===== src/pkg/fps_consts.svh =====
/*
  Constants of the flyback protection sequencer: register offsets,
  field positions, reset values and timing figures.
  Assumes inclusion by bare name from the package and the bench.
*/
`ifndef FPS_CONSTS_SVH
`define FPS_CONSTS_SVH

`define FPS_CLK_HZ          25000000
`define FPS_CLK_NS          40
`define FPS_BRIN_NS         100000
`define FPS_BROUT_MS        50
`define FPS_CTRL_LOW_MS     32
`define FPS_SENSE_SHORT_FAULT_NS         3000
`define FPS_LEB_NS          250
`define FPS_FAULT_CYCLES    7
`define FPS_OUTPUT_UNDERVOLT_FAULT_BLANK_MS   20
`define FPS_SAMPLE_NS       2000

`define FPS_ADDR_CTRL       4'h0
`define FPS_ADDR_STATUS     4'h1
`define FPS_ADDR_INT_EN     4'h2
`define FPS_ADDR_INT_CLR    4'h3
`define FPS_ADDR_FAULTS     4'h4
`define FPS_ADDR_STATE      4'h5

`define FPS_CTRL_RESET      8'h01
`define FPS_CTRL_EN_BIT     0
`define FPS_CTRL_MASK_BIT   1

`define FPS_EV_OUTPUT_OVERVOLT_FAULT         0
`define FPS_EV_OUTPUT_UNDERVOLT_FAULT         1
`define FPS_EV_LINE_OVERVOLT_FAULT         2
`define FPS_EV_FAST_OVERCURRENT_FAULT         3
`define FPS_EV_SENSE_SHORT_FAULT         4
`define FPS_EV_CTLH         5
`define FPS_EV_CTLL         6
`define FPS_EV_OTP          7
`define FPS_NUM_EV          8

`endif


===== src/pkg/fps_pkg.sv =====
/*
  Types of the flyback protection sequencer.
  Assumes fps_consts.svh is on the include path.
*/
`include "fps_consts.svh"
package fps_pkg;

  typedef enum logic [1:0] {
    FPS_ST_OFF   = 2'b00,
    FPS_ST_QUAL  = 2'b01,
    FPS_ST_RUN   = 2'b10,
    FPS_ST_FAULT = 2'b11
  } fps_state_t;

  // Comparator results from the analog front end
  typedef struct packed {
    logic line_above_brin;    // line_sense_input above brown_in_threshold
    logic line_below_brout;   // line_sense_input below brown_out_threshold
    logic line_above_ovp;
    logic demag_above_ovp;    // demag_sense_input vs output over-voltage
    logic demag_below_uvp;
    logic sense_above_fast_overcurrent_fault;
    logic sense_below_sense_short_fault;
    logic sense_above_limit;  // current-limit / modulation comparator
    logic ctrl_above_high;    // protect_pin_high_threshold
    logic ctrl_below_low;     // protect_pin_low_threshold
    logic fb_below_burst;
    logic vcc_above_start;    // supply_start_threshold
    logic vcc_below_uvlo;
    logic vcc_below_maintain;
    logic vcc_above_ovp;
    logic temp_above_otp;
    logic temp_below_recover;
  } fps_cmp_t;

  typedef struct packed {
    logic gate_drive;
    logic charge_high;
    logic charge_fault;
  } fps_drive_t;

endpackage : fps_pkg

===== src/design/fps_top.sv =====
/*
  Protection sequencer of a quasi-resonant flyback controller: gates
  the drive from qualified comparator results, counts faults in
  switching cycles, latches them, controls supply charging.
  Assumes comparator inputs are asynchronous to core_clk; the pulse
  request comes from the modulator on core_clk.
*/
// The strobed register port and the placing of the registers were left to the implementer.
`timescale 1ns/1ns
`default_nettype none
module fps_top
  import fps_pkg::*;
#(
  parameter int BRIN_CYC  = (`FPS_BRIN_NS / `FPS_CLK_NS),
  parameter int BROUT_CYC = (`FPS_BROUT_MS * (`FPS_CLK_HZ / 1000)),
  parameter int CTLL_CYC  = (`FPS_CTRL_LOW_MS * (`FPS_CLK_HZ / 1000)),
  parameter int BLANK_CYC = (`FPS_OUTPUT_UNDERVOLT_FAULT_BLANK_MS * (`FPS_CLK_HZ / 1000))
) (
  input  wire logic        core_clk,   // 25 MHz clock
  input  wire logic        rst,        // Async reset, active high
  input  wire fps_cmp_t    cmp_in,     // Analog comparator results
  input  wire logic        pwm_req,    // Modulator asks for gate on
  input  wire logic [3:0]  reg_addr,   // Register address
  input  wire logic [7:0]  reg_wdata,  // Register write data
  input  wire logic        reg_wr,     // Write strobe
  input  wire logic        reg_rd,     // Read strobe
  output logic      [7:0]  reg_rdata,  // Read data, cycle after strobe
  output var fps_drive_t   drive_out,  // Gate and charge controls
  output logic             irq         // Level interrupt
);

  // -------------------------------------------------------------
  // Constants and input synchronisers
  // -------------------------------------------------------------
  localparam int CMPW     = $bits(fps_cmp_t);
  localparam int CNTW     = 24;
  localparam int SENSE_SHORT_FAULT_CYC = (`FPS_SENSE_SHORT_FAULT_NS / `FPS_CLK_NS);
  localparam int LEB_CYC  = (`FPS_LEB_NS + `FPS_CLK_NS - 1) / `FPS_CLK_NS;
  localparam int SMP_CYC  = (`FPS_SAMPLE_NS / `FPS_CLK_NS);
  localparam logic [2:0] FCYC = 3'(`FPS_FAULT_CYCLES);

  logic [CMPW-1:0] s1_q, s2_q, s3_q, cmp_q;
  always_ff @(posedge core_clk or posedge rst) begin
    if (rst) begin
      s1_q  <= '0;
      s2_q  <= '0;
      s3_q  <= '0;
      cmp_q <= '0;
    end else begin
      s1_q <= cmp_in;
      s2_q <= s1_q;
      s3_q <= s2_q;
      for (int i = 0; i < CMPW; i++) begin
        if (s2_q[i] == s3_q[i]) cmp_q[i] <= s3_q[i];
      end
    end
  end
  fps_cmp_t c;
  assign c = fps_cmp_t'(cmp_q);

  // -------------------------------------------------------------
  // Registers
  // -------------------------------------------------------------
  fps_state_t st_q, st_d;
  logic [7:0] ctrl_q, int_en_q, status_q, fault_q;
  logic [7:0] ev_set, flt_set;
  logic       gate_q, gate_d;
  logic       otp_q;

  wire wr_ctrl = reg_wr && (reg_addr == `FPS_ADDR_CTRL);
  wire wr_en   = reg_wr && (reg_addr == `FPS_ADDR_INT_EN);
  wire wr_clr  = reg_wr && (reg_addr == `FPS_ADDR_INT_CLR);
  wire sw_en   = ctrl_q[`FPS_CTRL_EN_BIT];

  logic [7:0] rd_mux;
  always_comb begin
    case (reg_addr)
      `FPS_ADDR_CTRL:   rd_mux = ctrl_q;
      `FPS_ADDR_STATUS: rd_mux = status_q;
      `FPS_ADDR_INT_EN: rd_mux = int_en_q;
      `FPS_ADDR_FAULTS: rd_mux = fault_q;
      `FPS_ADDR_STATE:  rd_mux = {5'h0_0, otp_q, st_q};
      default:          rd_mux = 8'h00;
    endcase
  end

  always_ff @(posedge core_clk or posedge rst) begin
    if (rst) begin
      ctrl_q    <= `FPS_CTRL_RESET;
      int_en_q  <= 8'h00;
      status_q  <= 8'h00;
      reg_rdata <= 8'h00;
      irq       <= 1'b0;
    end else begin
      if (wr_ctrl) ctrl_q <= reg_wdata;
      if (wr_en) int_en_q <= reg_wdata;
      // Set wins over a clear in the same cycle
      status_q  <= (status_q & ~(wr_clr ? reg_wdata : 8'h00)) | ev_set;
      reg_rdata <= reg_rd ? rd_mux : 8'h00;
      irq       <= |(((status_q & ~(wr_clr ? reg_wdata : 8'h00))
                      | ev_set) & int_en_q);
    end
  end

  // -------------------------------------------------------------
  // Gate edges and per-cycle sample points
  // -------------------------------------------------------------
  logic       gate_d1_q;
  logic [7:0] on_cnt_q, off_cnt_q;
  wire gate_rise = gate_q & ~gate_d1_q;
  wire gate_fall = ~gate_q & gate_d1_q;
  // Counters hold the last pulse's count on the edge cycle itself
  wire smp_off = (off_cnt_q == 8'(SMP_CYC)) && !gate_q && !gate_fall;
  wire smp_on  = (on_cnt_q == 8'(SENSE_SHORT_FAULT_CYC)) && gate_q && !gate_rise;
  wire leb_act = gate_q && (gate_rise || on_cnt_q < 8'(LEB_CYC));

  always_ff @(posedge core_clk or posedge rst) begin
    if (rst) begin
      gate_d1_q <= 1'b0;
      on_cnt_q  <= 8'h00;
      off_cnt_q <= 8'h00;
    end else begin
      gate_d1_q <= gate_q;
      if (gate_rise) on_cnt_q <= 8'h01;
      else if (gate_q && on_cnt_q != 8'hFF) on_cnt_q <= on_cnt_q + 8'h01;
      if (gate_fall) off_cnt_q <= 8'h01;
      else if (!gate_q && off_cnt_q != 8'hFF && off_cnt_q != 8'h00)
        off_cnt_q <= off_cnt_q + 8'h01;
    end
  end

  // -------------------------------------------------------------
  // Seven-cycle fault counters, one per switching-cycle fault
  // -------------------------------------------------------------
  logic [5:0] hit, stb;
  logic [2:0] run_q [6];
  logic       blank_done;
  assign stb = {smp_off, smp_on, gate_fall, gate_fall, smp_off, smp_off};
  assign hit[`FPS_EV_OUTPUT_OVERVOLT_FAULT] = c.demag_above_ovp;
  assign hit[`FPS_EV_OUTPUT_UNDERVOLT_FAULT] = c.demag_below_uvp && blank_done;
  assign hit[`FPS_EV_LINE_OVERVOLT_FAULT] = c.line_above_ovp;
  assign hit[`FPS_EV_FAST_OVERCURRENT_FAULT] = c.sense_above_fast_overcurrent_fault;
  assign hit[`FPS_EV_SENSE_SHORT_FAULT] = c.sense_below_sense_short_fault;
  assign hit[`FPS_EV_CTLH] = c.ctrl_above_high;

  logic [5:0] trip;
  always_comb begin
    for (int i = 0; i < 6; i++)
      trip[i] = stb[i] && hit[i] && (run_q[i] == FCYC - 3'd1);
  end

  always_ff @(posedge core_clk or posedge rst) begin
    if (rst) begin
      for (int i = 0; i < 6; i++) run_q[i] <= 3'd0;
    end else begin
      for (int i = 0; i < 6; i++) begin
        if (st_q != FPS_ST_RUN) run_q[i] <= 3'd0;
        else if (stb[i]) run_q[i] <= hit[i] ? run_q[i] + 3'd1 : 3'd0;
      end
    end
  end

  // -------------------------------------------------------------
  // Time-based qualifiers
  // -------------------------------------------------------------
  logic [CNTW-1:0] brin_q, brout_q, ctll_q, blank_q;
  wire brin_ok  = (brin_q >= CNTW'(BRIN_CYC));
  wire brout_tr = (brout_q >= CNTW'(BROUT_CYC));
  wire ctll_tr  = (ctll_q >= CNTW'(CTLL_CYC));
  assign blank_done = (blank_q >= CNTW'(BLANK_CYC));

  always_ff @(posedge core_clk or posedge rst) begin
    if (rst) begin
      brin_q  <= '0;
      brout_q <= '0;
      ctll_q  <= '0;
      blank_q <= '0;
    end else begin
      brin_q  <= !c.line_above_brin ? '0 : brin_ok ? brin_q : brin_q + 1'b1;
      brout_q <= !c.line_below_brout ? '0 : brout_tr ? brout_q
                 : brout_q + 1'b1;
      ctll_q  <= (!c.ctrl_below_low || st_q != FPS_ST_RUN) ? '0
                 : ctll_tr ? ctll_q : ctll_q + 1'b1;
      blank_q <= (st_q != FPS_ST_RUN) ? '0 : blank_done ? blank_q
                 : blank_q + 1'b1;
    end
  end

  // -------------------------------------------------------------
  // Fault latch and over-temperature
  // -------------------------------------------------------------
  always_comb begin
    flt_set = 8'h00;
    flt_set[5:0] = trip;
    flt_set[`FPS_EV_CTLL] = ctll_tr && st_q == FPS_ST_RUN;
    flt_set[`FPS_EV_OTP]  = c.temp_above_otp && !otp_q;
  end
  assign ev_set = flt_set;
  wire supply_ovp = c.vcc_above_ovp && st_q == FPS_ST_RUN;

  always_ff @(posedge core_clk or posedge rst) begin
    if (rst) begin
      fault_q <= 8'h00;
      otp_q   <= 1'b0;
    end else begin
      // Hysteresis: set at trip level, release below recovery level
      if (c.temp_above_otp) otp_q <= 1'b1;
      else if (c.temp_below_recover) otp_q <= 1'b0;
      if (st_q == FPS_ST_FAULT && c.vcc_below_uvlo)
        fault_q <= flt_set;
      else
        fault_q <= fault_q | flt_set;
    end
  end
  wire any_fault = |fault_q[6:0] || |flt_set[6:0] || supply_ovp;

  // -------------------------------------------------------------
  // Sequencer
  // -------------------------------------------------------------
  always_comb begin
    st_d = st_q;
    case (st_q)
      FPS_ST_OFF:  if (brin_ok) st_d = FPS_ST_QUAL;
      FPS_ST_QUAL: begin
        if (!brin_ok) st_d = FPS_ST_OFF;
        else if (c.vcc_above_start && sw_en) st_d = FPS_ST_RUN;
      end
      FPS_ST_RUN: begin
        if (any_fault) st_d = FPS_ST_FAULT;
        else if (brout_tr) st_d = FPS_ST_OFF;
      end
      FPS_ST_FAULT: if (c.vcc_below_uvlo) st_d = FPS_ST_OFF;
      default: st_d = FPS_ST_OFF;
    endcase
  end

  // Gate: held on through blanking while running, no new pulse during burst, off while over-temp
  always_comb begin
    gate_d = 1'b0;
    if (st_d == FPS_ST_RUN && !otp_q) begin
      if (leb_act) gate_d = 1'b1;
      else gate_d = pwm_req && !c.fb_below_burst
                    && !(gate_q && c.sense_above_limit);
    end
  end

  // After a fault restart the supply recharges at the reduced current
  // until it reaches the start level again
  logic rcv_q;
  wire  fault_chg = (st_q == FPS_ST_FAULT && c.vcc_below_uvlo)
                    || (rcv_q && !c.vcc_above_start);

  always_ff @(posedge core_clk or posedge rst) begin
    if (rst) begin
      st_q      <= FPS_ST_OFF;
      gate_q    <= 1'b0;
      rcv_q     <= 1'b0;
      drive_out <= '0;
    end else begin
      st_q   <= st_d;
      gate_q <= gate_d;
      if (st_q == FPS_ST_FAULT && c.vcc_below_uvlo) rcv_q <= 1'b1;
      else if (c.vcc_above_start) rcv_q <= 1'b0;
      drive_out.gate_drive   <= gate_d;
      drive_out.charge_high  <= !fault_chg && (st_q != FPS_ST_FAULT) &&
        (c.vcc_below_maintain || st_q != FPS_ST_RUN);
      drive_out.charge_fault <= fault_chg;
    end
  end

endmodule : fps_top
`default_nettype wire


===== config.mk =====
export PLATFORM = sky130hd
export DESIGN_NAME = fps_top
export DESIGN_NICKNAME = d
export VERILOG_FILES = /design/src/pkg/fps_pkg.sv /design/src/design/fps_top.sv
export VERILOG_INCLUDE_DIRS = /design/src /design/src/pkg
export SDC_FILE = /design/constraint.sdc
export NUM_CORES = 1
export LEC_CHECK = 0
export BUFFER_PORTS_ARGS = -buffer_cell sky130_fd_sc_hd__buf_2
export CORE_MARGIN = 2
export CORE_UTILIZATION = 40
export CTS_BUF_LIST = sky130_fd_sc_hd__clkbuf_2
export CTS_CLUSTER_SIZE = 24
export DETAILED_ROUTE_END_ITERATION = 6
export GPL_ROUTABILITY_DRIVEN = 0
export PLACE_DENSITY = 0.67
export SYNTH_ARGS = -nofsm -noshare
export SYNTH_HDL_FRONTEND = slang
export SYNTH_SLANG_ARGS = --single-unit

===== constraint.sdc =====
create_clock -name core_clk -period 15.3 [get_ports core_clk]
set_clock_uncertainty 0.05 [all_clocks]
set_input_delay 1.53 -clock core_clk [delete_from_list [all_inputs] [get_ports core_clk]]
set_output_delay 1.53 -clock core_clk [all_outputs]
set_load 0.005 [all_outputs]

==> results.txt, run 1 <==
post-synth top area cell -> dfrtp_1
Clock Sinks -> 247
Post-DP HPWL -> 13.1 mm
Leakage -> 5.40 nW
slowest stage delay, CP -> 0.95 ns
Final min period -> 3.23 ns
total congestion overflow -> 0
share of layout cells above drive strength 1 -> 16.7%
Critical Path RT -> 15.96 ns
Post-synth EDFFs -> 0
critical setup path kind -> in2async
most used routing layer -> met2
H-tree Lvls -> 3
post-layout net count -> 1091
setup TNS -> 0 ns
Yosys top cell area share -> 58.1%
die height -> 167 um
CTS resizes -> 0
Yosys cell types -> 68
Cell Pwr Density -> 104 nW/um^2
Die Area -> 27800 um^2
vias in the first global route -> 7234
Root Buffer -> clkbuf_2
GRT met2 Usage -> 22.4%
Num CTS Buffers -> 66
Slowest-stage cell, CP -> buf_4
Setup crit start kind -> input pin
RSZ-0062 raised after global routing -> no
yosys warns -> 0
Hold Crit Class -> reg2reg
met3 usage -> 3.92%
Worst Tran Pin Value -> 1.08 ns
Pins Over Slew Limit -> 0
reported max-cap violation count -> 0
1st-pass router iterations -> 7
period utilization -> 21.1%
outcome -> completed
largest net degree at the start of global routing -> 96
CTS tree -> done
flops & latches, synth -> 247
DR iter-0 viols -> 469
Top delay family on crit path -> buffers and inverters
initial antenna violation count -> 1
cts hold-fix bufs -> 0
total wire length -> 20.1 mm
Synth Cell Area -> 10600 um^2
worst path bufs/invs -> 4
port buffer count -> 45
clock slew at reported path FFs -> 0.11 ns
Vias -> 7155
Max clock buf depth -> 3
Post-CTS Setup Bufs -> 0
final setup vio count -> 0
area grow syn2layout -> 11.0%
async set-reset flop share out of synthesis -> 100%
global-route usage over all layers -> 14.9%
fmax -> 0.309 GHz
VDD IR max -> 0.0513 mV
Initial Util -> 40.7%
row count -> 59
GR Util met1 -> 21.0%
register area share after synthesis -> 58.4%
total design power -> 1.22 mW
Final Hold Viols -> 0
per-cell routed wire length -> 14.2 um
Vias/cell -> 5.06
ys flop type -> dfrtp_1
Crit. End Element -> asynchronous set/reset pin
die span in x -> 167 um
core footprint -> 26100 um^2
Worst-Skew Late Latency -> 0.78 ns
Area contributors post-synth -> dfrtp_1, nor2_1, xor2_1, ha_1, and2_1
critical-path cell list -> buf_2 -> inv_8 -> buf_4 -> buf_4
first-pass GRT wire length -> 34.6 mm
top-count cell post-synth -> dfrtp_1
most frequent cells after synthesis -> dfrtp_1, nor2_1, nand2_1, and2_1, inv_1
slew margin rel. -> 27.6%
cell mode on critical path -> buf_4
Worst Path Max Fanout -> 95
Worst EP arrival -> 3.89 ns
Synth Instances -> 943
antenna-violating nets left -> 0
Net Count, Synth -> 1001
FILL cells -> 2445
Avg Inst Size Synth -> 11.2 um^2
IO Count -> 46
DRC Markers -> 0
state kept, by name, indices dropped and copies added, names as in the netlist, 17 cells and up:
| signal | cells |
|---|---|
| ctll_q | 24 |
| s3_q | 17 |
| brin_q | 24 |
| s2_q | 17 |
| s1_q | 17 |
| c | 17 |
| brout_q | 24 |
| blank_q | 24 |
| run_q | 18 |
where the power goes:
part           internal [mW]  switching (mW)  total, mW
logic                 0.0290          0.0315     0.0605
clock network          0.196           0.261      0.457
registers              0.680          0.0238      0.704
cell usage in the layout, fill, tap and decap left out, types with 15 or more instances in the layout:
cell,Yosys,layout
dfrtp_1,246,246
clkbuf_2,0,92
nor2_1,89,89
nand2_1,71,71
and2_1,45,45
buf_2,4,45
inv_1,37,36
nand3_1,36,36
xor2_1,35,35
o21ai_0,31,31
xnor2_1,30,30
a21oi_1,27,27
ha_1,24,24
and3_1,21,21
maj3_1,17,17
mux2_2,16,16
nand4_1,15,15
routing by layer:
| metal | routed length [um] | vias up |
|---|---|---|
| met5 | 0 | - |
| met4 | 352 | 0 |
| met3 | 902 | 36 |
| met2 | 9200 | 145 |
| met1 | 9640 | 3494 |
| li1 | - | 3480 |
stage by stage:
stage | hold WS [ns] | area, um^2 | instances | worst slack, ns | util [%]
2_1_floorplan | 0.281 | 10600 | 943 | 6.94 | -
3_3_place_gp | 0.283 | 11200 | 1300 | 11.14 | 42.8
3_5_place_dp | 0.285 | 11200 | 1300 | 11.11 | 42.8
4_1_cts | 0.299 | 11800 | 1413 | 11.96 | 45.1
5_1_grt | 0.312 | 11800 | 1414 | 11.66 | 45.1
6_report | 0.300 | 11800 | 1414 | 12.07 | 45.1
cell families after synthesis:
| logic type | after synthesis | synth area share, % |
|---|---|---|
| flip-flops | 247 | 58.4 |
| XOR/XNOR | 65 | 5.37 |
| multiplexers | 30 | 3.38 |
| AND/OR/NAND/NOR | 370 | 18.3 |
| AO/OA/AOI/OAI | 127 | 7.84 |
| adder cells (fa/ha/maj) | 41 | 4.44 |
| buffers and inverters | 63 | 2.31 |
area by class of cell:
| cell class | instances | area [um^2] | share of cell area [%] |
|---|---|---|---|
| Clock buffer | 92 | 460 | 3.91 |
| Multi-Input combinational cell | 633 | 4170 | 35.4 |
| Antenna cell | 1 | 2.50 | 0.0213 |
| Clock inverter | 21 | 139 | 1.18 |
| Timing Repair Buffer | 48 | 248 | 2.11 |
| Sequential cell | 247 | 6180 | 52.6 |
| Inverter | 37 | 146 | 1.24 |
| Tap cell | 335 | 419 | 3.56 |
path summary, 6_finish.rpt:
kind                                end  slack [ns]    startpoint  cells past startpoint
max                          blank_q[7]       12.07           rst                      4
min                             s2_q[3]        0.30       s1_q[3]                      0
max reg2reg                      gate_q       12.33  off_cnt_q[3]                      6
min reg2reg                     s2_q[3]        0.30       s1_q[3]                      0
max in group core_clk      drive_out[2]       12.14        gate_q                      1
min in group asynchronous    brout_q[8]        0.79           rst                      2
Power figures use the tool's default switching activity.
==> run 2, diff against run 1 <==
--- a/config.mk
+++ b/config.mk
@@ -13,7 +13,7 @@
 export CTS_CLUSTER_SIZE = 24
 export DETAILED_ROUTE_END_ITERATION = 6
 export GPL_ROUTABILITY_DRIVEN = 0
-export PLACE_DENSITY = 0.67
+export PLACE_DENSITY = 0.69
 export SYNTH_ARGS = -nofsm -noshare
 export SYNTH_HDL_FRONTEND = slang
 export SYNTH_SLANG_ARGS = --single-unit
==> constraint.sdc (replaced) <==
create_clock -name core_clk -period 2.67 [get_ports core_clk]
set_clock_uncertainty 0.05 [all_clocks]
set_input_delay 0.267 -clock core_clk [delete_from_list [all_inputs] [get_ports core_clk]]
set_output_delay 0.267 -clock core_clk [all_outputs]
set_load 0.005 [all_outputs]
==> run 2 against run 1 <==
Against the previous run: the flow now finishes with violations (DRC); sequential power rose to 5.7 times the previous value; core utilization rose by 2.6 points; count of clock-buffer cells in the layout fell by 1; combinational power rose to 7.0 times the previous value; register-to-register slack got worse by 12 ns; global-route usage rose by 0.69 points; flip-flop and latch count did not move; die area did not move; routed wire length rose by 3.6%; clock power rose to 5.8 times the previous value; largest cell class unchanged; highest routed layer unchanged.
==> results.txt, run 2 (synthesis results as in run 1) <==
fmax -> 0.406 GHz
Die Area -> 27800 um^2
H-tree Lvls -> 3
Num CTS Buffers -> 67
Vias -> 7496
outcome -> complete, but fails checks
final core utilization -> 47.7%
initial antenna violation count -> 1
r2r endpoint -> gate_q
R2R setup slack -> 0.25 ns
port buffer count -> 45
critical-path cell list -> dlygate4sd3_1 -> buf_2 -> nor2b_2 -> dlygate4sd3_1 -> a31oi_1 -> a2111oi_0 -> o2111ai_1 -> a221o_1 -> a221o_1
Worst Tran Pin Value -> 0.916 ns
Slowest-stage cell, CP -> dlygate4sd3_1
final instance area -> 12400 um^2
per-cell routed wire length -> 14.1 um
final setup vio count -> 0
Critical Path RT -> 3.32 ns
Max clock buf depth -> 3
Hold Crit Class -> in2reg
worst path bufs/invs -> 3
DRC Markers -> 1
failing checks -> DRC
VDD IR max -> 0.351 mV
Setup crit start kind -> input pin
FILL cells -> 2413
reported max-cap violation count -> 0
core footprint -> 26100 um^2
Post-CTS Setup Bufs -> 0
Worst-Skew Late Latency -> 0.82 ns
first-pass GRT wire length -> 36.2 mm
Crit. End Element -> register
RSZ-0062 raised after global routing -> no
Final min period -> 2.46 ns
Placed Area -> 11300 um^2
Worst EP arrival -> 3.12 ns
total wire length -> 20.8 mm
Vias/cell -> 5.06
post-layout net count -> 1160
DR iter-0 viols -> 460
slowest stage delay, CP -> 0.63 ns
clock slew at reported path FFs -> 0.10 ns
share of layout cells above drive strength 1 -> 17.3%
Pins Over Slew Limit -> 0
slew margin rel. -> 38.9%
global-route usage over all layers -> 15.6%
largest net degree at the start of global routing -> 105
WHS Path Cells -> 2
Clock Sinks -> 247
hold endpoint -> s1_q[12]
die height -> 167 um
Initial Util -> 40.7%
hold path startpoint -> cmp_in[12]
area grow syn2layout -> 17.3%
1st-pass router iterations -> 7
antenna-violating nets left -> 0
die span in x -> 167 um
Root Buffer -> clkbuf_2
worst r2r path cells -> 6
Top delay family on crit path -> buffers and inverters
Worst Path Max Fanout -> 6
period utilization -> 92.3%
R2R Path Start -> on_cnt_q[4]
commonest non-fill, non-tap cell in the layout -> dfrtp_1
most frequent cells in the layout -> dfrtp_1, clkbuf_2, nor2_1
total congestion overflow -> 0
IO Count -> 46
critical setup path kind -> in2reg
vias in the first global route -> 7603
row count -> 59
area of the multi-input gates -> 4170 um^2
sequential cell area -> 6180 um^2
CTS tree -> done
Leakage -> 5.71 nW
Cell Pwr Density -> 571 nW/um^2
Final Hold Viols -> 0
Post-DP HPWL -> 13.2 mm
[run 2: routing by layer]
layer	part of all wire, %	wire [um]	vias up	global-route usage, %
met5	0	0	-	0
met3	4.7	972	43	3.78
met4	2.6	537	0	7.05
li1	-	-	3620	-
met2	46	9500	152	23.8
met1	47	9810	3681	21.4
[run 2: area by class of cell]
| cell class | instances | share of cell area, % |
|---|---|---|
| Clock inverter | 20 | 1.11 |
| Tap cell | 335 | 3.37 |
| Clock buffer | 91 | 3.66 |
| Inverter | 37 | 1.15 |
| Timing Repair Buffer | 116 | 7.41 |
| Antenna cell | 1 | 0.0201 |
| Multi-Input combinational cell | 633 | 33.5 |
| Sequential cell | 247 | 49.7 |
[run 2: metrics by stage]
step	hold slack [ns]	power [mW]	TNS, ns	setup slack (ns)	cells
2_1_floorplan	0.248	4.32	-219.45	-0.892	943
3_3_place_gp	0.284	4.46	0	0.359	1318
3_5_place_dp	0.285	4.47	0	0.290	1318
4_1_cts	0.00662	7.23	0	0.215	1479
5_1_grt	0.0277	7.48	0	0.0730	1480
6_report	0.0946	7.09	0	0.206	1480
[run 2: power by group]
| part | switching [mW] | internal (mW) | leakage (nW) |
|---|---|---|---|
| Clock | 1.52 | 1.11 | 0.445 |
| Sequential | 0.133 | 3.90 | 3.23 |
| Combinational | 0.196 | 0.228 | 2.03 |
| Total | 1.85 | 5.24 | 5.71 |
[run 2: worst max path at each step]
stage / cells after the start / to / from
finish: 9 / irq / reg_addr[1]
global route: 6 / st_q[0] / blank_q[22]
CTS: 6 / gate_q / blank_q[22]
detailed placement: 6 / gate_q / blank_q[23]
global placement: 6 / gate_q / on_cnt_q[4]
floorplan: 1 / blank_q[0] / rst
[run 2: what timing repair did]
action	CTS	global route
setup endpoints to repair	0	1
endpoints found under the hold margin	298	0
hold buffers	50	0
resized for setup	0	1
